## src/design/tiu_defines.svh

```systemverilog
// named constants of the timer and interrupt unit
// assumes: included by bare name from the design modules
`ifndef TIU_DEFINES_SVH
`define TIU_DEFINES_SVH

// register indices on the plain port
`define TIU_ADR_FLAGS_A     6'h00
`define TIU_ADR_FLAGS_B     6'h01
`define TIU_ADR_ENABLES_A   6'h02
`define TIU_ADR_ENABLES_B   6'h03
`define TIU_ADR_STATUS      6'h04
`define TIU_ADR_GLOBAL_TIMER_CONTROL    6'h05
`define TIU_ADR_WATERMARK   6'h06
`define TIU_ADR_WAKE_CTRL   6'h07
`define TIU_ADR_TIMER_BASE  6'h10
`define TIU_TIMER_STRIDE    6'h08
// per-timer register sub-offsets
`define TIU_SUB_CTRL        3'h0
`define TIU_SUB_RLD_HI      3'h1
`define TIU_SUB_RLD_LO      3'h2
`define TIU_SUB_CNT_HI      3'h3
`define TIU_SUB_CNT_LO      3'h4

// flag and enable register field positions
`define TIU_SET_BIT         7
`define TIU_A_TX            0
`define TIU_A_RX            1
`define TIU_A_IDLE          2
`define TIU_A_HIGH          3
`define TIU_A_LOW           4
`define TIU_A_ERR           5
`define TIU_A_CARD          6
`define TIU_B_TIMER0        0
`define TIU_B_SOF           4
`define TIU_B_GLOBAL        6
// status bit positions: summary request and standby
`define TIU_STAT_IRQ        0
`define TIU_STAT_STANDBY    1

// timer control fields
`define TIU_TC_CLK_LSB      0
`define TIU_TC_AUTO         2
`define TIU_TC_START        3
`define TIU_TC_STOP_EN      4
`define TIU_WK_AUTO         0
`define TIU_WK_RUN          1
`define TIU_WK_AUTO_RST     2

// reset values, count constants and FIFO size
`define TIU_RST_BYTE        8'h00
`define TIU_RST_COUNT       16'h0000
`define TIU_ZERO_COUNT      16'h0000
`define TIU_ONE_COUNT       16'h0001
`define TIU_RST_WATERMARK   9'h008
`define TIU_FIFO_SIZE       10'h200

// clock rates and divider counts
`define TIU_SYS_KHZ         250000
`define TIU_FAST_KHZ        13560
`define TIU_SLOW_KHZ        212
`define TIU_FAST_DIV        (`TIU_SYS_KHZ / `TIU_FAST_KHZ)
`define TIU_SLOW_DIV        (`TIU_SYS_KHZ / `TIU_SLOW_KHZ)
`define TIU_DIV_W           12

`endif

```

## src/design/tiu_pkg.sv

```systemverilog
// types of the timer and interrupt unit
// assumes: tiu_defines.svh holds the register and count numbers; enum encodings stand here
package tiu_pkg;

  // timer clock selection
  typedef enum logic [1:0] {
    tiu_clk_fast_type_e = 2'h0,
    tiu_clk_slow_type_e = 2'h1,
    tiu_clk_wake_type_e = 2'h2,
    tiu_clk_none_type_e = 2'h3
  } tiu_clksel_type;

  // wake-up power state, one-hot
  typedef enum logic [2:0] {
    tiu_pw_awake   = 3'h1,
    tiu_pw_standby = 3'h2,
    tiu_pw_check   = 3'h4
  } tiu_power_type;

endpackage

```

## src/design/tiu_tick_gen.sv

```systemverilog
// divider making one-cycle tick enables for the two timer clocks
// assumes: single clk, asynchronous active-high rst
`timescale 1ns/1ns
`include "tiu_defines.svh"

module tiu_tick_gen (
  input  wire logic clk,
  input  wire logic rst,
  output logic      fast_tick,
  output logic      slow_tick
);

  logic [`TIU_DIV_W-1:0] fast_cnt_r;
  logic [`TIU_DIV_W-1:0] slow_cnt_r;

  localparam logic [`TIU_DIV_W-1:0] FAST_LAST =
    `TIU_DIV_W'(`TIU_FAST_DIV - 1);
  localparam logic [`TIU_DIV_W-1:0] SLOW_LAST =
    `TIU_DIV_W'(`TIU_SLOW_DIV - 1);

  // free-running dividers
  always_ff @(posedge clk or posedge rst) begin
    if (rst) begin
      fast_cnt_r <= '0;
      slow_cnt_r <= '0;
    end else begin
      fast_cnt_r <= (fast_cnt_r == FAST_LAST) ? '0 : fast_cnt_r + 1'b1;
      slow_cnt_r <= (slow_cnt_r == SLOW_LAST) ? '0 : slow_cnt_r + 1'b1;
    end
  end

  assign fast_tick = (fast_cnt_r == FAST_LAST);
  assign slow_tick = (slow_cnt_r == SLOW_LAST);

endmodule

```

## src/design/tiu_timer.sv

```systemverilog
// one 16-bit down-counting general timer
// assumes: ticks are one-cycle enables on clk; control from the top
`timescale 1ns/1ns
`include "tiu_defines.svh"

module tiu_timer (
  input  wire logic        clk,
  input  wire logic        rst,
  input  wire logic        tick,
  input  wire logic        start,
  input  wire logic        stop,
  input  wire logic        stop_event,
  input  wire logic        stop_en,
  input  wire logic        auto_reload,
  input  wire logic [15:0] reload,
  input  wire logic        cnt_wr,
  input  wire logic [15:0] cnt_wdata,
  output logic [15:0]      count_r,
  output logic             running_r,
  output logic             underflow
);

  // underflow: tick while running at zero
  assign underflow = running_r && tick && (count_r == `TIU_ZERO_COUNT);

  // run state
  always_ff @(posedge clk or posedge rst) begin
    if (rst) begin
      running_r <= 1'b0;
    end else if (start) begin
      running_r <= 1'b1;
    end else if (stop || (stop_en && stop_event && !underflow)) begin
      running_r <= 1'b0;
    end else if (underflow && !auto_reload) begin
      running_r <= 1'b0;
    end
  end

  // counter value
  always_ff @(posedge clk or posedge rst) begin
    if (rst) begin
      count_r <= `TIU_RST_COUNT;
    end else if (cnt_wr) begin
      count_r <= cnt_wdata;
    end else if (start) begin
      count_r <= reload;
    end else if (underflow && auto_reload) begin
      count_r <= reload;
    end else if (running_r && tick && !underflow
                 && !(stop_en && stop_event)) begin
      count_r <= count_r - `TIU_ONE_COUNT;
    end
  end
endmodule

```

## src/design/tiu_top.sv

```systemverilog
// timer and interrupt unit: four general timers, wake timer, flags
// assumes: single 250 MHz clk; register port on same clock;
// event inputs are same-clock pulses except card_detect and lfo_tick pins (synced)
//
// Implementation choices: the address-and-strobe port and the register offsets.
`timescale 1ns/1ns
`include "tiu_defines.svh"

// What this block does
// - two 8-bit flag and enable registers; bit 7 picks set or clear.
// - enabled events set summary status bit and the request pin.
// - each general timer underflow sets its own flag in flags b.
// - transmit data-to-end-of-frame change sets the transmit-done flag.
// - end of received data sets the receive-done flag.
// - command finishing back to idle sets the idle flag.
// - one watermark gives both top and bottom FIFO thresholds.
// - high alert at top level (with extension bit) sets FIFO-high flag.
// - low alert at bottom level sets FIFO-low flag.
// - any receive error bit set raises the error flag.
// - card found in low-power detection mode sets card-detect flag.
// - start-of-frame or subcarrier during reception sets start flag.
// - any enabled source flag set raises the global flag.
// - per-timer clock select: 13.56 MHz, 212 kHz or wake underflow.
// - 16-bit counter and reload, each as high and low bytes.
// - global control starts, stops and reports each timer running.
// - running timer decrements once per selected tick.
// - at zero, next tick raises the timer interrupt.
// - underflow stops at zero or reloads, per auto-restart setting.
// - stop event before underflow stops timer with no interrupt.
// - wake timer wakes from standby; auto mode returns if no card.
module tiu_top (
  input  wire logic       clk,
  input  wire logic       rst,
  input  wire logic [5:0] addr,
  input  wire logic [7:0] wdata,
  input  wire logic       wr_stb,
  input  wire logic       rd_stb,
  output logic [7:0]      rdata,
  input  wire logic       tx_data_to_eof,
  input  wire logic       rx_end,
  input  wire logic       cmd_to_idle,
  input  wire logic [9:0] fifo_level,
  input  wire logic [7:0] rx_error,
  input  wire logic       rx_sof_seen,
  input  wire logic       card_detect,
  input  wire logic       lfo_tick,
  input  wire logic [3:0] timer_stop_event,
  output logic            irq,
  output logic            standby
);

  // ****************************************************************
  // register state
  // ****************************************************************
  logic [7:0]  flags_a_r, flags_b_r, en_a_r, en_b_r;
  logic [7:0]  flags_a_nxt, flags_b_nxt;
  logic [8:0]  watermark_r;
  logic [2:0]  wake_ctrl_r;
  logic [7:0]  tctrl_r [4];
  logic [15:0] reload_r [4];
  logic [15:0] count [4];
  logic [3:0]  running, underflow, tick, start, stop, cnt_wr;
  logic [15:0] wake_cnt_r;
  logic [15:0] wake_reload_r;
  logic        wake_uf;
  logic        fast_tick, slow_tick;
  logic        card_s1_r, card_s2_r, card_d_r;
  logic        lfo_s1_r, lfo_s2_r, lfo_d_r;
  logic        card_rise, lfo_rise;
  logic        high_alert, low_alert, high_d_r, low_d_r;
  logic        irq_any;
  tiu_pkg::tiu_power_type pw_r;

  // decode of a per-timer address; returns whether it hits that timer and sub-offset
  function automatic logic timer_hit(input logic [5:0] a,
                                     input int unsigned idx,
                                     input logic [2:0] sub);
    logic [5:0] base;
    base = 6'(`TIU_ADR_TIMER_BASE + 6'(idx) * `TIU_TIMER_STRIDE);
    return a == base + {3'h0, sub};
  endfunction

  // set or clear by bit 7 of the written byte
  function automatic logic [7:0] set_clear(input logic [7:0] old,
                                           input logic [7:0] wd);
    logic [7:0] m;
    m = {1'b0, wd[6:0]};
    return wd[`TIU_SET_BIT] ? (old | m) : (old & ~m);
  endfunction

  // ****************************************************************
  // input synchronisers and dividers
  // ****************************************************************
  // two-flop sync of pins from other domains, then edge detect
  always_ff @(posedge clk or posedge rst) begin
    if (rst) begin
      card_s1_r <= 1'b0;
      card_s2_r <= 1'b0;
      card_d_r  <= 1'b0;
      lfo_s1_r  <= 1'b0;
      lfo_s2_r  <= 1'b0;
      lfo_d_r   <= 1'b0;
    end else begin
      card_s1_r <= card_detect;
      card_s2_r <= card_s1_r;
      card_d_r  <= card_s2_r;
      lfo_s1_r  <= lfo_tick;
      lfo_s2_r  <= lfo_s1_r;
      lfo_d_r   <= lfo_s2_r;
    end
  end
  assign card_rise = card_s2_r && !card_d_r;
  assign lfo_rise  = lfo_s2_r && !lfo_d_r;

  tiu_tick_gen u_ticks (
    .clk       (clk),
    .rst       (rst),
    .fast_tick (fast_tick),
    .slow_tick (slow_tick)
  );

  // ****************************************************************
  // general timers
  // ****************************************************************
  genvar gi;
  generate
    for (gi = 0; gi < 4; gi++) begin : g_tmr
      tiu_pkg::tiu_clksel_type sel;
      assign sel = tiu_pkg::tiu_clksel_type'(
        tctrl_r[gi][`TIU_TC_CLK_LSB +: 2]);
      // clock source select
      always_comb begin
        case (sel)
          tiu_pkg::tiu_clk_fast_type_e: tick[gi] = fast_tick;
          tiu_pkg::tiu_clk_slow_type_e: tick[gi] = slow_tick;
          tiu_pkg::tiu_clk_wake_type_e: tick[gi] = wake_uf;
          default:                      tick[gi] = 1'b0;
        endcase
      end
      // start from global control or per-timer start bit
      assign start[gi] = wr_stb && (
        (addr == `TIU_ADR_GLOBAL_TIMER_CONTROL && wdata[gi + 4] && wdata[gi])
        || (timer_hit(addr, gi, `TIU_SUB_CTRL)
            && wdata[`TIU_TC_START]));
      assign stop[gi] = wr_stb && addr == `TIU_ADR_GLOBAL_TIMER_CONTROL
                        && wdata[gi + 4] && !wdata[gi];
      assign cnt_wr[gi] = wr_stb && (timer_hit(addr, gi, `TIU_SUB_CNT_HI)
                          || timer_hit(addr, gi, `TIU_SUB_CNT_LO));

      tiu_timer u_tmr (
        .clk         (clk),
        .rst         (rst),
        .tick        (tick[gi]),
        .start       (start[gi]),
        .stop        (stop[gi]),
        .stop_event  (timer_stop_event[gi]),
        .stop_en     (tctrl_r[gi][`TIU_TC_STOP_EN]),
        .auto_reload (tctrl_r[gi][`TIU_TC_AUTO]),
        .reload      (reload_r[gi]),
        .cnt_wr      (cnt_wr[gi]),
        .cnt_wdata   (timer_hit(addr, gi, `TIU_SUB_CNT_HI)
                      ? {wdata, count[gi][7:0]}
                      : {count[gi][15:8], wdata}),
        .count_r     (count[gi]),
        .running_r   (running[gi]),
        .underflow   (underflow[gi])
      );

      // timer control and reload bytes
      always_ff @(posedge clk or posedge rst) begin
        if (rst) begin
          tctrl_r[gi]  <= `TIU_RST_BYTE;
          reload_r[gi] <= `TIU_RST_COUNT;
        end else if (wr_stb) begin
          if (timer_hit(addr, gi, `TIU_SUB_CTRL)) begin
            tctrl_r[gi] <= wdata & ~(8'h01 << `TIU_TC_START);
          end
          if (timer_hit(addr, gi, `TIU_SUB_RLD_HI)) begin
            reload_r[gi][15:8] <= wdata;
          end
          if (timer_hit(addr, gi, `TIU_SUB_RLD_LO)) begin
            reload_r[gi][7:0] <= wdata;
          end
        end
      end
    end
  endgenerate

  // ****************************************************************
  // wake timer and power state
  // ****************************************************************
  assign wake_uf = wake_ctrl_r[`TIU_WK_RUN] && lfo_rise
                   && (wake_cnt_r == `TIU_ZERO_COUNT);

  // wake counter on the low-frequency oscillator
  always_ff @(posedge clk or posedge rst) begin
    if (rst) begin
      wake_cnt_r <= `TIU_RST_COUNT;
    end else if (wake_uf) begin
      wake_cnt_r <= wake_reload_r;
    end else if (wake_ctrl_r[`TIU_WK_RUN] && lfo_rise) begin
      wake_cnt_r <= wake_cnt_r - `TIU_ONE_COUNT;
    end
  end

  // power state: standby, wake check, awake
  always_ff @(posedge clk or posedge rst) begin
    if (rst) begin
      pw_r <= tiu_pkg::tiu_pw_awake;
    end else begin
      case (pw_r)
        tiu_pkg::tiu_pw_awake:
          if (wr_stb && addr == `TIU_ADR_STATUS
              && wdata[`TIU_STAT_STANDBY]) begin
            pw_r <= tiu_pkg::tiu_pw_standby;
          end
        tiu_pkg::tiu_pw_standby:
          if (wake_uf) begin
            pw_r <= tiu_pkg::tiu_pw_check;
          end
        tiu_pkg::tiu_pw_check:
          if (card_rise || !wake_ctrl_r[`TIU_WK_AUTO]) begin
            pw_r <= tiu_pkg::tiu_pw_awake;
          end else if (wake_uf) begin
            pw_r <= tiu_pkg::tiu_pw_standby;
          end
        default: pw_r <= tiu_pkg::tiu_pw_awake;
      endcase
    end
  end
  assign standby = (pw_r == tiu_pkg::tiu_pw_standby);

  // ****************************************************************
  // interrupt sources
  // ****************************************************************
  // one watermark: top = size - level, bottom = level
  assign high_alert = {1'b0, fifo_level} >=
                      11'(`TIU_FIFO_SIZE) - {2'h0, watermark_r};
  assign low_alert  = {1'b0, fifo_level} <=
                      {2'h0, watermark_r};
  always_ff @(posedge clk or posedge rst) begin
    if (rst) begin
      high_d_r <= 1'b0;
      low_d_r  <= 1'b0;
    end else begin
      high_d_r <= high_alert;
      low_d_r  <= low_alert;
    end
  end

  // next flag values: host write first, hardware sets on top except timer sets under a host clear
  always_comb begin
    flags_a_nxt = flags_a_r;
    flags_b_nxt = flags_b_r;
    if (wr_stb && addr == `TIU_ADR_FLAGS_A) begin
      flags_a_nxt = set_clear(flags_a_r, wdata);
    end
    if (wr_stb && addr == `TIU_ADR_FLAGS_B) begin
      flags_b_nxt = set_clear(flags_b_r, wdata);
    end
    if (tx_data_to_eof) flags_a_nxt[`TIU_A_TX] = 1'b1;
    if (rx_end)         flags_a_nxt[`TIU_A_RX] = 1'b1;
    if (cmd_to_idle)    flags_a_nxt[`TIU_A_IDLE] = 1'b1;
    if (high_alert && !high_d_r) flags_a_nxt[`TIU_A_HIGH] = 1'b1;
    if (low_alert && !low_d_r)   flags_a_nxt[`TIU_A_LOW] = 1'b1;
    if (|rx_error)      flags_a_nxt[`TIU_A_ERR] = 1'b1;
    if (card_rise && pw_r != tiu_pkg::tiu_pw_awake) begin
      flags_a_nxt[`TIU_A_CARD] = 1'b1;
    end
    if (rx_sof_seen)    flags_b_nxt[`TIU_B_SOF] = 1'b1;
    for (int i = 0; i < 4; i++) begin
      // a host clear in this cycle beats the timer set
      if (underflow[i] && !(wr_stb && addr == `TIU_ADR_FLAGS_B
          && !wdata[`TIU_SET_BIT] && wdata[i])) begin
        flags_b_nxt[`TIU_B_TIMER0 + i] = 1'b1;
      end
    end
    // current pairs too, so a flag cleared in this cycle still raises it
    flags_b_nxt[`TIU_B_GLOBAL] = flags_b_nxt[`TIU_B_GLOBAL]
      | (|(flags_a_nxt[6:0] & en_a_r[6:0]))
      | (|(flags_b_nxt[5:0] & en_b_r[5:0]))
      | (|(flags_a_r[6:0] & en_a_r[6:0]))
      | (|(flags_b_r[5:0] & en_b_r[5:0]));
    flags_a_nxt[`TIU_SET_BIT] = 1'b0;
    flags_b_nxt[`TIU_SET_BIT] = 1'b0;
  end

  // flag and enable registers
  always_ff @(posedge clk or posedge rst) begin
    if (rst) begin
      flags_a_r <= `TIU_RST_BYTE;
      flags_b_r <= `TIU_RST_BYTE;
      en_a_r    <= `TIU_RST_BYTE;
      en_b_r    <= `TIU_RST_BYTE;
    end else begin
      flags_a_r <= flags_a_nxt;
      flags_b_r <= flags_b_nxt;
      if (wr_stb && addr == `TIU_ADR_ENABLES_A) begin
        en_a_r <= set_clear(en_a_r, wdata);
      end
      if (wr_stb && addr == `TIU_ADR_ENABLES_B) begin
        en_b_r <= set_clear(en_b_r, wdata);
      end
    end
  end

  // watermark and wake configuration
  always_ff @(posedge clk or posedge rst) begin
    if (rst) begin
      watermark_r   <= `TIU_RST_WATERMARK;
      wake_ctrl_r   <= '0;
      wake_reload_r <= `TIU_RST_COUNT;
    end else if (wr_stb) begin
      if (addr == `TIU_ADR_WATERMARK) watermark_r[7:0] <= wdata;
      if (addr == `TIU_ADR_WAKE_CTRL) begin
        wake_ctrl_r      <= wdata[2:0];
        watermark_r[8]   <= wdata[7]; // extension bit
      end
      if (addr == `TIU_ADR_WAKE_CTRL + 6'h01) wake_reload_r[15:8] <= wdata;
      if (addr == `TIU_ADR_WAKE_CTRL + 6'h02) wake_reload_r[7:0]  <= wdata;
    end
  end

  // request: any enabled flag, held until cleared
  assign irq_any = |(flags_a_r[6:0] & en_a_r[6:0])
                   | |(flags_b_r[6:0] & en_b_r[6:0]);
  always_ff @(posedge clk or posedge rst) begin
    if (rst) begin
      irq <= 1'b0;
    end else begin
      irq <= irq_any;
    end
  end

  // ****************************************************************
  // register read port
  // ****************************************************************
  always_ff @(posedge clk or posedge rst) begin
    if (rst) begin
      rdata <= `TIU_RST_BYTE;
    end else if (rd_stb) begin
      rdata <= `TIU_RST_BYTE;
      case (addr)
        `TIU_ADR_FLAGS_A:   rdata <= flags_a_r;
        `TIU_ADR_FLAGS_B:   rdata <= flags_b_r;
        `TIU_ADR_ENABLES_A: rdata <= en_a_r;
        `TIU_ADR_ENABLES_B: rdata <= en_b_r;
        `TIU_ADR_STATUS:    rdata <= {6'h00, standby, irq_any};
        `TIU_ADR_GLOBAL_TIMER_CONTROL:  rdata <= {4'h0, running};
        `TIU_ADR_WATERMARK: rdata <= watermark_r[7:0];
        `TIU_ADR_WAKE_CTRL: rdata <= {watermark_r[8], 4'h0, wake_ctrl_r};
        default: begin
          for (int i = 0; i < 4; i++) begin
            if (timer_hit(addr, i, `TIU_SUB_CTRL))   rdata <= tctrl_r[i];
            if (timer_hit(addr, i, `TIU_SUB_RLD_HI)) rdata <= reload_r[i][15:8];
            if (timer_hit(addr, i, `TIU_SUB_RLD_LO)) rdata <= reload_r[i][7:0];
            if (timer_hit(addr, i, `TIU_SUB_CNT_HI)) rdata <= count[i][15:8];
            if (timer_hit(addr, i, `TIU_SUB_CNT_LO)) rdata <= count[i][7:0];
          end
        end
      endcase
    end else begin
      rdata <= `TIU_RST_BYTE;
    end
  end
endmodule

```

## config.mk

```make
export PLATFORM = sky130hd
export DESIGN_NAME = tiu_top
export DESIGN_NICKNAME = d
export VERILOG_FILES = /design/src/design/tiu_pkg.sv /design/src/design/tiu_tick_gen.sv /design/src/design/tiu_timer.sv /design/src/design/tiu_top.sv
export VERILOG_INCLUDE_DIRS = /design/src /design/src/design
export SDC_FILE = /design/constraint.sdc
export NUM_CORES = 1
export LEC_CHECK = 0
export ABC_AREA = 1
export BUFFER_PORTS_ARGS = -buffer_cell sky130_fd_sc_hd__buf_2
export CAP_MARGIN = 30
export CORE_ASPECT_RATIO = 2
export CORE_MARGIN = 2
export CORE_UTILIZATION = 40
export CTS_CLUSTER_DIAMETER = 150
export DETAILED_ROUTE_END_ITERATION = 16
export PLACE_DENSITY = 0.63
export SYNTH_ARGS = -nofsm -noshare
export SYNTH_HDL_FRONTEND = slang
export SYNTH_SLANG_ARGS = --single-unit
```

## constraint.sdc

```tcl
create_clock -name clk -period 18.8 [get_ports clk]
set_clock_uncertainty 0.05 [all_clocks]
set_input_delay 5.64 -clock clk [delete_from_list [all_inputs] [get_ports clk]]
set_output_delay 5.64 -clock clk [all_outputs]
set_load 0.03 [all_outputs]
```

==> results of run 1 <==
[power by group through the flow]
stage          Sequential [mW]  Clock [mW]  Combinational, mW
2_1_floorplan            0.805           0              0.387
3_3_place_gp             0.851           0              0.503
3_5_place_dp             0.854           0              0.511
4_1_cts                  0.844       0.613              0.515
5_1_grt                  0.858       0.637              0.588
6_report                 0.848       0.604              0.519
[worst reg2reg max path, stage by stage (launching register included)]
cell      delay, ns
dfrtp_1        0.41
inv_1          0.12
ha_1           0.25
nand2_2        0.13
nor3_4         0.18
nand3_4        0.32
nand2_1        0.17
nand4_1        0.27
nor2_1         0.24
nand2_1        0.09
nand2_1        0.48
inv_2          0.25
o211ai_2       0.15
nand2_1        0.26
inv_2          0.18
nor2_1         0.05
a21oi_1        0.14
[state kept, by name, indices dropped and copies added (netlist names), 4 cells and up, named ones only]
name,count
g_tmr.u_tmr.count_r,64
reload_r,64
tctrl_r,20
wake_cnt_r,16
wake_reload_r,16
u_ticks.fast_cnt_r,12
u_ticks.slow_cnt_r,12
watermark_r,9
g_tmr.sel,8
rdata,8
flags_a_r,7
flags_b_r,7
g_tmr.u_tmr.running_r,4
[worst max-delay path by stage]
stage | start | end | slack [ns] | depth (start not counted)
final | addr[5] | g_tmr[0].u_tmr.count_r[3] | 10.21 | 14
after global routing | addr[4] | g_tmr[0].u_tmr.count_r[1] | 9.89 | 14
after CTS | addr[5] | g_tmr[0].u_tmr.count_r[3] | 10.32 | 14
after detailed placement | addr[5] | g_tmr[0].u_tmr.count_r[3] | 9.74 | 14
after global placement | addr[4] | g_tmr[0].u_tmr.count_r[6] | 9.83 | 15
after floorplan | rst | async pin | 5.50 | 1
[layer usage]
layer / part of all wire, % / routed length (um) / vias to the layer above / GRT usage, %
li1: - / - / 7148 / -
met1: 34 / 19080 / 7201 / 26.49
met2: 52 / 29350 / 592 / 49.68
met3: 4.7 / 2646 / 257 / 3.033
met4: 9.1 / 5089 / 0 / 20.29
met5: 0 / 0 / - / 0
[area by class of cell]
class,instances,area (um2)
fillers,4036,22100
multi-input cells,1534,8085
flip-flops and latches,276,6909
inverters,232,882.1
clock buffers,35,755.7
well taps,530,663.1
repair buffers,75,461.7
clock inverters,15,217.7
[cells by family (layout without fill, tap and decap cells)]
group                      after synthesis  in the layout  share of synthesized area (%)
DFF                                    276            276                          42.62
adders and majority gates               28             28                          2.161
AOI/OAI and AO/OA                      533            533                          18.93
xor gates and xnor gates                76             76                          4.107
and+or+nand+nor                        897            897                          24.69
buffers and inverters                  304            357                          7.495
[layout by cell type, fill, tap and decap left out, drive strengths merged, types with 8 or more instances in the layout]
cell type  synthesis  final
nand4             33     33
buf               19     75
a31oi             18     18
nand3             86     86
inv              230    231
a21oi            127    127
or2                8      8
o22ai             20     20
o21ai            257    257
nor4              14     14
clkbuf            53     35
dfrtp            274    274
xnor2             17     17
ha                28     28
xor2              59     59
nor3              38     38
o211ai            37     37
nand2            486    486
nand3b            10     10
a22oi             26     26
nor2             215    215
[per-stage QoR]
stage	total power [mW]	setup slack, ns	utilization, %	hold WS [ns]	std cells
floorplan	1.192	5.505	-	0.2812	2114
global placement	1.353	9.828	42.27	0.2855	2644
detailed placement	1.365	9.736	42.30	0.2903	2645
CTS	1.972	10.32	44.73	0.3047	2695
global route	2.082	9.894	44.85	0.3179	2697
finish	1.971	10.21	44.85	0.3053	2697
==> flow_metrics.env, run 1 <==
export IMPL_die_w_um=146.3
export IMPL_reg2reg_from="wake_cnt_r[0]"
export IMPL_arrival_ns=9.03
export IMPL_min_period_ns=8.594
export IMPL_holdPathStages=0
export IMPL_ctsResizeCount=0
export IMPL_initial_core_util_pct=40.44
export IMPL_rsz0062_at_grt="no"
export IMPL_synth_warnings=0
export IMPL_die_area_mm2=0.04225
export IMPL_syn_to_final_growth_pct=10.89
export IMPL_post_cts_buffers=0
export IMPL_clkLatencyLatePin_ns=0.57
export IMPL_clockBufferDepth=3
export IMPL_synthFlopType="dfrtp_1"
export IMPL_hold_class="flip-flop to flip-flop"
export IMPL_r2r_end="g_tmr[0].u_tmr.count_r[3]"
export IMPL_swShare_pct=35.89
export IMPL_grt_pass1_vias=15290
export IMPL_slew_viol_final=0
export IMPL_grt_max_degree=135
export IMPL_pwr_density_cell_mw_per_mm2=109.7
export IMPL_reg2reg_depth=16
export IMPL_cts_sinks=276
export IMPL_clkTransAtPathRegs_ns=0.07
export IMPL_ys_seq_elements=276
export IMPL_hold_path_startpoint="card_s1_r"
export IMPL_setup_tns_ns=0
export IMPL_syn_area_per_cell_um2=7.668
export IMPL_dp_hpwl_um=41620
export IMPL_cpLargestDelayFamily="simple AND/OR/NAND/NOR gates"
export IMPL_antenna_found_initial=0
export IMPL_core_region_area_mm2=0.04008
export IMPL_power_switching_mw=0.7074
export IMPL_ys_seq_area_share_pct=42.62
export IMPL_cts_hold_buf=0
export IMPL_reg2reg_slack_ns=15.01
export IMPL_synth_most_common_cell="nand2_1"
export IMPL_power_share_combinational_pct=26.3
export IMPL_syn_area_mm2=0.01621
export IMPL_num_rows=104
export IMPL_yosys_area_top_type_share_pct=42.30
export IMPL_synth_nets=2188
export IMPL_setup_viol=0
export IMPL_postLayoutCellArea_mm2=0.01797
export IMPL_synth_common_cells="nand2_1 (469), dfrtp_1 (274), o21ai_0 (246)"
export IMPL_status="complete, no violations"
export IMPL_placed_cell_area_mm2=0.01695
export IMPL_dr_first_iter_drc_count=1192
export IMPL_wl_per_cell_um=20.82
export IMPL_ys_top_cells_by_area="dfrtp_1 (42%), nand2_1 (11%), o21ai_0 (7.6%)"
export IMPL_grt_pass1_wl_um=86510
export IMPL_p_int_mw=1.264
export IMPL_num_antenna_cells=0
export IMPL_relSlewSlack_pct=31.27
export IMPL_ioPinCount=56
export IMPL_overflow=0
export IMPL_synth_distinct_cells=65
export IMPL_synthCells=2114
export IMPL_via_per_inst=5.635
export IMPL_leakage_nw=8.103
export IMPL_routed_wl_um=56160
export IMPL_drive_gt1_share_pct=9.599
export IMPL_die_y_um=288.7
export IMPL_final_hold_viol_count=0
export IMPL_pwr_share_seq_pct=43.0
export IMPL_tightest_slew_ns=1.027
export IMPL_max_cap_violations=0
export IMPL_hold_end="card_s2_r"
export IMPL_route_antenna_remaining_nets=0
export IMPL_fmax_mhz=116.4
export IMPL_drc=0
export IMPL_h_tree_depth=1
export IMPL_critPathMaxStageDelay_ns=0.59
export IMPL_cp_cell_sequence="buf_2, nor2_1, inv_1, nor2_1, nand2_2, o32ai_2, inv_2, nand2_1, inv_2, o211ai_2, nand2_1, inv_2, nor2_1, a21oi_1"
export IMPL_routed_via_count=15200
export IMPL_critPathCaptureType="flip-flop"
export IMPL_nets=2220
export IMPL_first_pass_iters=6
export IMPL_cts_buffers=27
export IMPL_path_class="primary input to flip-flop"
export IMPL_tritoncts="built"
export IMPL_cts_root_buf="clkbuf_16"
export IMPL_p_clk_share_pct=30.7
export IMPL_start_kind="primary input"
export IMPL_cp_slowest_cell="nor2_1"
export IMPL_fin_crit_sh_pct=45.71
export IMPL_async_flop_share_pct=100.0
export IMPL_critPathBufInv=5
export IMPL_synth_area_leader_cell="dfrtp_1"
export IMPL_grtUsageTotal_pct=26.47
export IMPL_crit_required_ns=19.23
export IMPL_synth_edf_count=0
export IMPL_io_buffer_count=55
export IMPL_power_ir_vdd_worst_v=0.00004473
export IMPL_place_gp_congestion=0.9767
export IMPL_crit_fanout=20
No activity file was read; power rests on OpenSTA's default activity.
==> run 2, diff against run 1 <==
--- a/config.mk
+++ b/config.mk
@@ -14,7 +14,7 @@
 export CORE_UTILIZATION = 40
 export CTS_CLUSTER_DIAMETER = 150
 export DETAILED_ROUTE_END_ITERATION = 16
-export PLACE_DENSITY = 0.63
+export PLACE_DENSITY = 0.66
 export SYNTH_ARGS = -nofsm -noshare
 export SYNTH_HDL_FRONTEND = slang
 export SYNTH_SLANG_ARGS = --single-unit
==> constraint.sdc (replaced) <==
create_clock -name clk -period 7.1 [get_ports clk]
set_clock_uncertainty 0.05 [all_clocks]
set_input_delay 2.13 -clock clk [delete_from_list [all_inputs] [get_ports clk]]
set_output_delay 2.13 -clock clk [all_outputs]
set_load 0.03 [all_outputs]
==> run 2 against run 1 <==
Effect of this change:
- largest power group unchanged
- register-to-register slack got worse by 12 ns
- flip-flop and latch count unchanged
- final cell count shrank 0.22%
- sequential share of layout area is 0.14 points higher
- worst setup slack worse by 8.0 ns
- wire length shrank 2.0%
- non-clock buffer count shrank 1
- combinational power rose to 2.6 times the previous value
- sequential power grew to 2.6 times the previous value
==> flow_metrics.env, run 2 (synthesis gave the netlist of run 1 again) <==
export IMPL_via_per_inst=5.639
export IMPL_final_hold_viol_count=0
export IMPL_swShare_pct=35.21
export IMPL_syn_to_final_growth_pct=10.50
export IMPL_critPathCaptureType="flip-flop"
export IMPL_grt_util_met2_pct=48.37
export IMPL_nets=2218
export IMPL_place_gp_congestion=0.9679
export IMPL_relSlewSlack_pct=31.89
export IMPL_tritoncts="built"
export IMPL_p_clk_share_pct=30.3
export IMPL_antenna_found_initial=0
export IMPL_cts_root_buf="clkbuf_16"
export IMPL_fin_crit_sh_pct=68.93
export IMPL_setup_tns_ns=0
export IMPL_die_area_mm2=0.04225
export IMPL_mostFrequentLayoutCells="nand2_1 (469), dfrtp_1 (274), o21ai_0 (246)"
export IMPL_setup_viol=0
export IMPL_ioPinCount=56
export IMPL_num_rows=104
export IMPL_multi_input_area_mm2=0.008085
export IMPL_arrival_ns=5.28
export IMPL_total_power_mw=5.149
export IMPL_busiest_layer="met2"
export IMPL_initial_core_util_pct=40.44
export IMPL_route_antenna_remaining_nets=0
export IMPL_routed_via_count=15170
export IMPL_min_period_ns=4.894
export IMPL_dr_first_iter_drc_count=1230
export IMPL_die_w_um=146.3
export IMPL_start_kind="primary input"
export IMPL_reg2reg_depth=16
export IMPL_fill_cells=4110
export IMPL_use_met1_pct=27.42
export IMPL_die_y_um=288.7
export IMPL_first_pass_iters=6
export IMPL_cts_sinks=276
export IMPL_grt_util_met3_pct=2.607
export IMPL_overflow=0
export IMPL_clkLatencyLatePin_ns=0.56
export IMPL_final_common_cell="nand2_1"
export IMPL_post_cts_buffers=0
export IMPL_reg2reg_from="wake_cnt_r[0]"
export IMPL_pwr_density_cell_mw_per_mm2=287.5
export IMPL_grt_max_degree=150
export IMPL_status="complete, no violations"
export IMPL_grt_pass1_vias=15190
export IMPL_io_buffer_count=55
export IMPL_grt_pass1_wl_um=85570
export IMPL_crit_fanout=22
export IMPL_clkTransAtPathRegs_ns=0.07
export IMPL_tightest_slew_ns=1.021
export IMPL_power_ir_vdd_worst_v=0.0001441
export IMPL_cts_buffers=26
export IMPL_hold_end="card_s2_r"
export IMPL_dp_hpwl_um=40550
export IMPL_wl_per_cell_um=20.46
export IMPL_fmax_mhz=204.3
export IMPL_max_cap_violations=0
export IMPL_seqCellArea_mm2=0.006909
export IMPL_routed_wl_um=55060
export IMPL_clockBufferDepth=3
export IMPL_power_switching_mw=1.813
export IMPL_num_antenna_cells=0
export IMPL_grtUsageTotal_pct=25.99
export IMPL_power_share_combinational_pct=26.4
export IMPL_drc=0
export IMPL_r2r_end="g_tmr[0].u_tmr.count_r[6]"
export IMPL_path_class="primary input to flip-flop"
export IMPL_largestRegisters="g_tmr.u_tmr.count_r (64), reload_r (64), tctrl_r (20)"
export IMPL_h_tree_depth=1
export IMPL_leakage_nw=8.084
export IMPL_crit_required_ns=7.49
export IMPL_hold_path_startpoint="card_s1_r"
export IMPL_p_int_mw=3.336
export IMPL_drive_gt1_share_pct=9.394
export IMPL_ctsResizeCount=0
export IMPL_pwr_share_seq_pct=43.3
export IMPL_cts_hold_buf=0
export IMPL_holdPathStages=0
export IMPL_slew_viol_final=0
export IMPL_hold_class="flip-flop to flip-flop"
export IMPL_reg2reg_slack_ns=3.24
export IMPL_core_region_area_mm2=0.04008
export IMPL_rsz0062_at_grt="no"
[run 2: layer usage]
layer	part of all wire [%]	vias up
li1	-	7126
met1	35	7233
met2	52	602
met3	5.4	213
met4	8.0	0
met5	0	-
[run 2: how the worst max path moves through the flow]
stage / startpoint / endpoint / slack [ns] / cells after the start
after floorplan: rst / async pin / 1.27 / 1
after global placement: addr[5] / g_tmr[2].u_tmr.count_r[0] / 1.78 / 15
after detailed placement: addr[5] / g_tmr[2].u_tmr.count_r[0] / 1.75 / 15
after CTS: addr[5] / g_tmr[2].u_tmr.count_r[0] / 2.31 / 15
after global routing: addr[5] / g_tmr[2].u_tmr.count_r[0] / 1.88 / 15
final: addr[5] / g_tmr[2].u_tmr.count_r[0] / 2.21 / 15
[run 2: worst max-delay path: stages]
cell,delay (ns)
buf_2,0.10
inv_1,0.04
nor2_1,0.30
inv_2,0.13
nor2_1,0.63
nand2_1,0.47
o32ai_2,0.22
inv_2,0.07
nand2_2,0.20
inv_2,0.22
o211ai_2,0.13
nand2_1,0.08
inv_2,0.21
o21ai_0,0.14
o22a_1,0.17
[run 2: cell type report]
type	count	share of cell area [%]
clock buffers	34	4.198
clock inverters	11	1.048
inverters	232	4.904
multi-input cells	1534	45.14
flip-flops and latches	276	38.58
well taps	530	3.702
repair buffers	74	2.431
[run 2: per-stage QoR]
stage	hold WS [ns]	setup WS, ns	instance area, um2	utilization, %	cells
6_report	0.3057	2.206	17910	44.69	2691
2_1_floorplan	0.2812	1.270	16210	-	2114
3_5_place_dp	0.2935	1.749	16970	42.33	2645
5_1_grt	0.3257	1.879	17910	44.69	2691
3_3_place_gp	0.2877	1.780	16950	42.30	2644
4_1_cts	0.3099	2.307	17910	44.68	2690
[run 2: power groups by stage]
stage,Clock [mW],Sequential [mW],Combinational (mW)
2_1_floorplan,0,2.13,1.03
3_3_place_gp,0,2.24,1.32
3_5_place_dp,0,2.24,1.34
4_1_cts,1.58,2.22,1.35
5_1_grt,1.64,2.26,1.54
6_report,1.56,2.23,1.36
==> run 3, diff against run 2 <==
==> constraint.sdc (replaced) <==
create_clock -name clk -period 4.5 [get_ports clk]
set_clock_uncertainty 0.05 [all_clocks]
set_input_delay 1.35 -clock clk [delete_from_list [all_inputs] [get_ports clk]]
set_output_delay 1.35 -clock clk [all_outputs]
set_load 0.03 [all_outputs]
==> run 3 against run 2 <==
Effect of this change:
- via count increased by 0.96%
- first-iteration DRC count fell by 11%
- clock power increased by 49%
- final cell count up 0.89%
- non-clock buffer count up 21
- die area did not move
- highest routed layer unchanged
==> flow_metrics.env, run 3 (synthesis gave the netlist of run 1 again) <==
export IMPL_final_core_util_pct=44.95
export IMPL_arrival_ns=2.16
export IMPL_grt_max_degree=86
export IMPL_final_hold_viol_count=0
export IMPL_cpLargestDelayFamily="simple AND/OR/NAND/NOR gates"
export IMPL_mostFrequentLayoutCells="nand2_1 (469), dfrtp_1 (274), o21ai_0 (246)"
export IMPL_die_w_um=146.3
export IMPL_slew_viol_final=0
export IMPL_multi_input_area_mm2=0.008085
export IMPL_grt_pass1_vias=15270
export IMPL_fin_crit_sh_pct=79.19
export IMPL_placed_cell_area_mm2=0.01715
export IMPL_critPathMaxStageDelay_ns=0.85
export IMPL_dp_hpwl_um=42710
export IMPL_post_cts_buffers=0
export IMPL_route_antenna_remaining_nets=0
export IMPL_io_buffer_count=55
export IMPL_wl_per_cell_um=21.27
export IMPL_initial_core_util_pct=40.44
export IMPL_grt_pass1_wl_um=88330
export IMPL_path_class="flip-flop to primary output"
export IMPL_grtUsageTotal_pct=27.23
export IMPL_crit_required_ns=3.10
export IMPL_first_pass_iters=5
export IMPL_leakage_nw=8.153
export IMPL_cts_sinks=276
export IMPL_dr_first_iter_drc_count=1095
export IMPL_cts_root_buf="clkbuf_16"
export IMPL_core_region_area_mm2=0.04008
export IMPL_syn_to_final_growth_pct=11.15
export IMPL_clkTransAtPathRegs_ns=0.07
export IMPL_tritoncts="built"
export IMPL_total_power_mw=8.013
export IMPL_clkLatencyLatePin_ns=0.57
export IMPL_routed_wl_um=57740
export IMPL_h_tree_depth=1
export IMPL_setup_ws_ns=0.9365
export IMPL_routed_via_count=15320
export IMPL_antenna_found_initial=0
export IMPL_cts_buffers=26
export IMPL_drive_gt1_share_pct=10.30
export IMPL_crit_fanout=5
export IMPL_largestRegisters="g_tmr.u_tmr.count_r (64), reload_r (64), tctrl_r (20)"
export IMPL_clockBufferDepth=3
export IMPL_seqCellArea_mm2=0.006909
export IMPL_nets=2239
export IMPL_num_antenna_cells=0
export IMPL_power_ir_vdd_worst_v=0.0002264
export IMPL_ctsResizeCount=0
export IMPL_tightest_slew_ns=1.047
export IMPL_critPathBufInv=1
export IMPL_start_kind="flip-flop"
export IMPL_fmax_mhz=280.6
export IMPL_cp_cell_sequence="nor3_1, buf_2"
export IMPL_status="complete, no violations"
export IMPL_preCtsSetupSlack_ns=0.5537
export IMPL_relSlewSlack_pct=29.64
export IMPL_die_y_um=288.7
export IMPL_via_per_inst=5.642
export IMPL_num_rows=104
export IMPL_overflow=0
export IMPL_pwr_density_cell_mw_per_mm2=444.8
export IMPL_setup_viol=0
export IMPL_max_cap_violations=0
export IMPL_setup_tns_ns=0
export IMPL_fill_cells=4092
export IMPL_ioPinCount=56
export IMPL_place_gp_congestion=0.9778
export IMPL_drc=0
export IMPL_postLayoutCellArea_mm2=0.01802
export IMPL_final_common_cell="nand2_1"
export IMPL_rsz0062_at_grt="no"
export IMPL_critPathCaptureType="primary output"
export IMPL_min_period_ns=3.564
export IMPL_die_area_mm2=0.04225
export IMPL_hold_class="flip-flop to flip-flop"
export IMPL_cts_hold_buf=0
export IMPL_cp_slowest_cell="nor3_1"
run 3: changes by cell type in the layout (fill, tap and decap cells not counted):
cell        previous run  this run
buf_12                 1         3
clkbuf_8               5         3
clkinvlp_4             1         4
inv_6                  1         2
bufinv_16              5         2
clkbuf_1               2         4
clkinv_4               1         0
clkinv_2               5         8
buf_4                 16        37
clkbuf_2               1         0
buf_8                  1         0
run 3: layout make-up:
cell class                      instances  share of cell area, %
Timing Repair Buffer                   95                  3.403
Clock buffer                           34                  4.063
Tap cell                              530                  3.681
Clock inverter                         14                 0.7501
Sequential cell                       276                  38.35
Inverter                              232                  4.875
Multi-Input combinational cell       1534                  44.88
run 3: power breakdown:
part	switching, mW	internal (mW)
sequential	0.577	2.96
clock	1.05	1.27
combinational	1.31	0.848
run 3: worst paths after layout:
path,start,to,slack (ns),depth (start not counted)
worst max register to register,wake_cnt_r[0],g_tmr[2].u_tmr.count_r[0],1.09,16
worst max-delay path,pw_r[2],standby,0.94,2
worst min register to register,lfo_s1_r,lfo_s2_r,0.30,0
worst min-delay path,lfo_s1_r,lfo_s2_r,0.30,0
max in group asynchronous,rst,reload_r[28],2.56,3
min in group asynchronous,rst,lfo_d_r,0.88,2
run 3: per-layer routing:
metal	track usage (%)	share of wire [%]	vias to the layer above	wire length, um
li1	-	-	7179	-
met1	27.72	34	7261	19600
met2	49.33	50	627	29090
met3	3.649	6.0	252	3451
met4	22.60	9.7	0	5595
met5	0	0	-	0
run 3: through the flow:
step	hold slack, ns	std cells
after CTS	0.3073	2715
after global placement	0.2844	2667
after detailed placement	0.2926	2667
final	0.3035	2715
after floorplan	0.2812	2114
after global routing	0.3104	2715
run 3: worst register-to-register path, delay by kind of cell (launching register included):
family                     cells  cell delay (ns)
and+or+nand+nor                8             1.28
buffers and inverters          4             0.84
AOI/OAI and AO/OA              3             0.47
DFF                            1             0.40
adders and majority gates      1             0.25
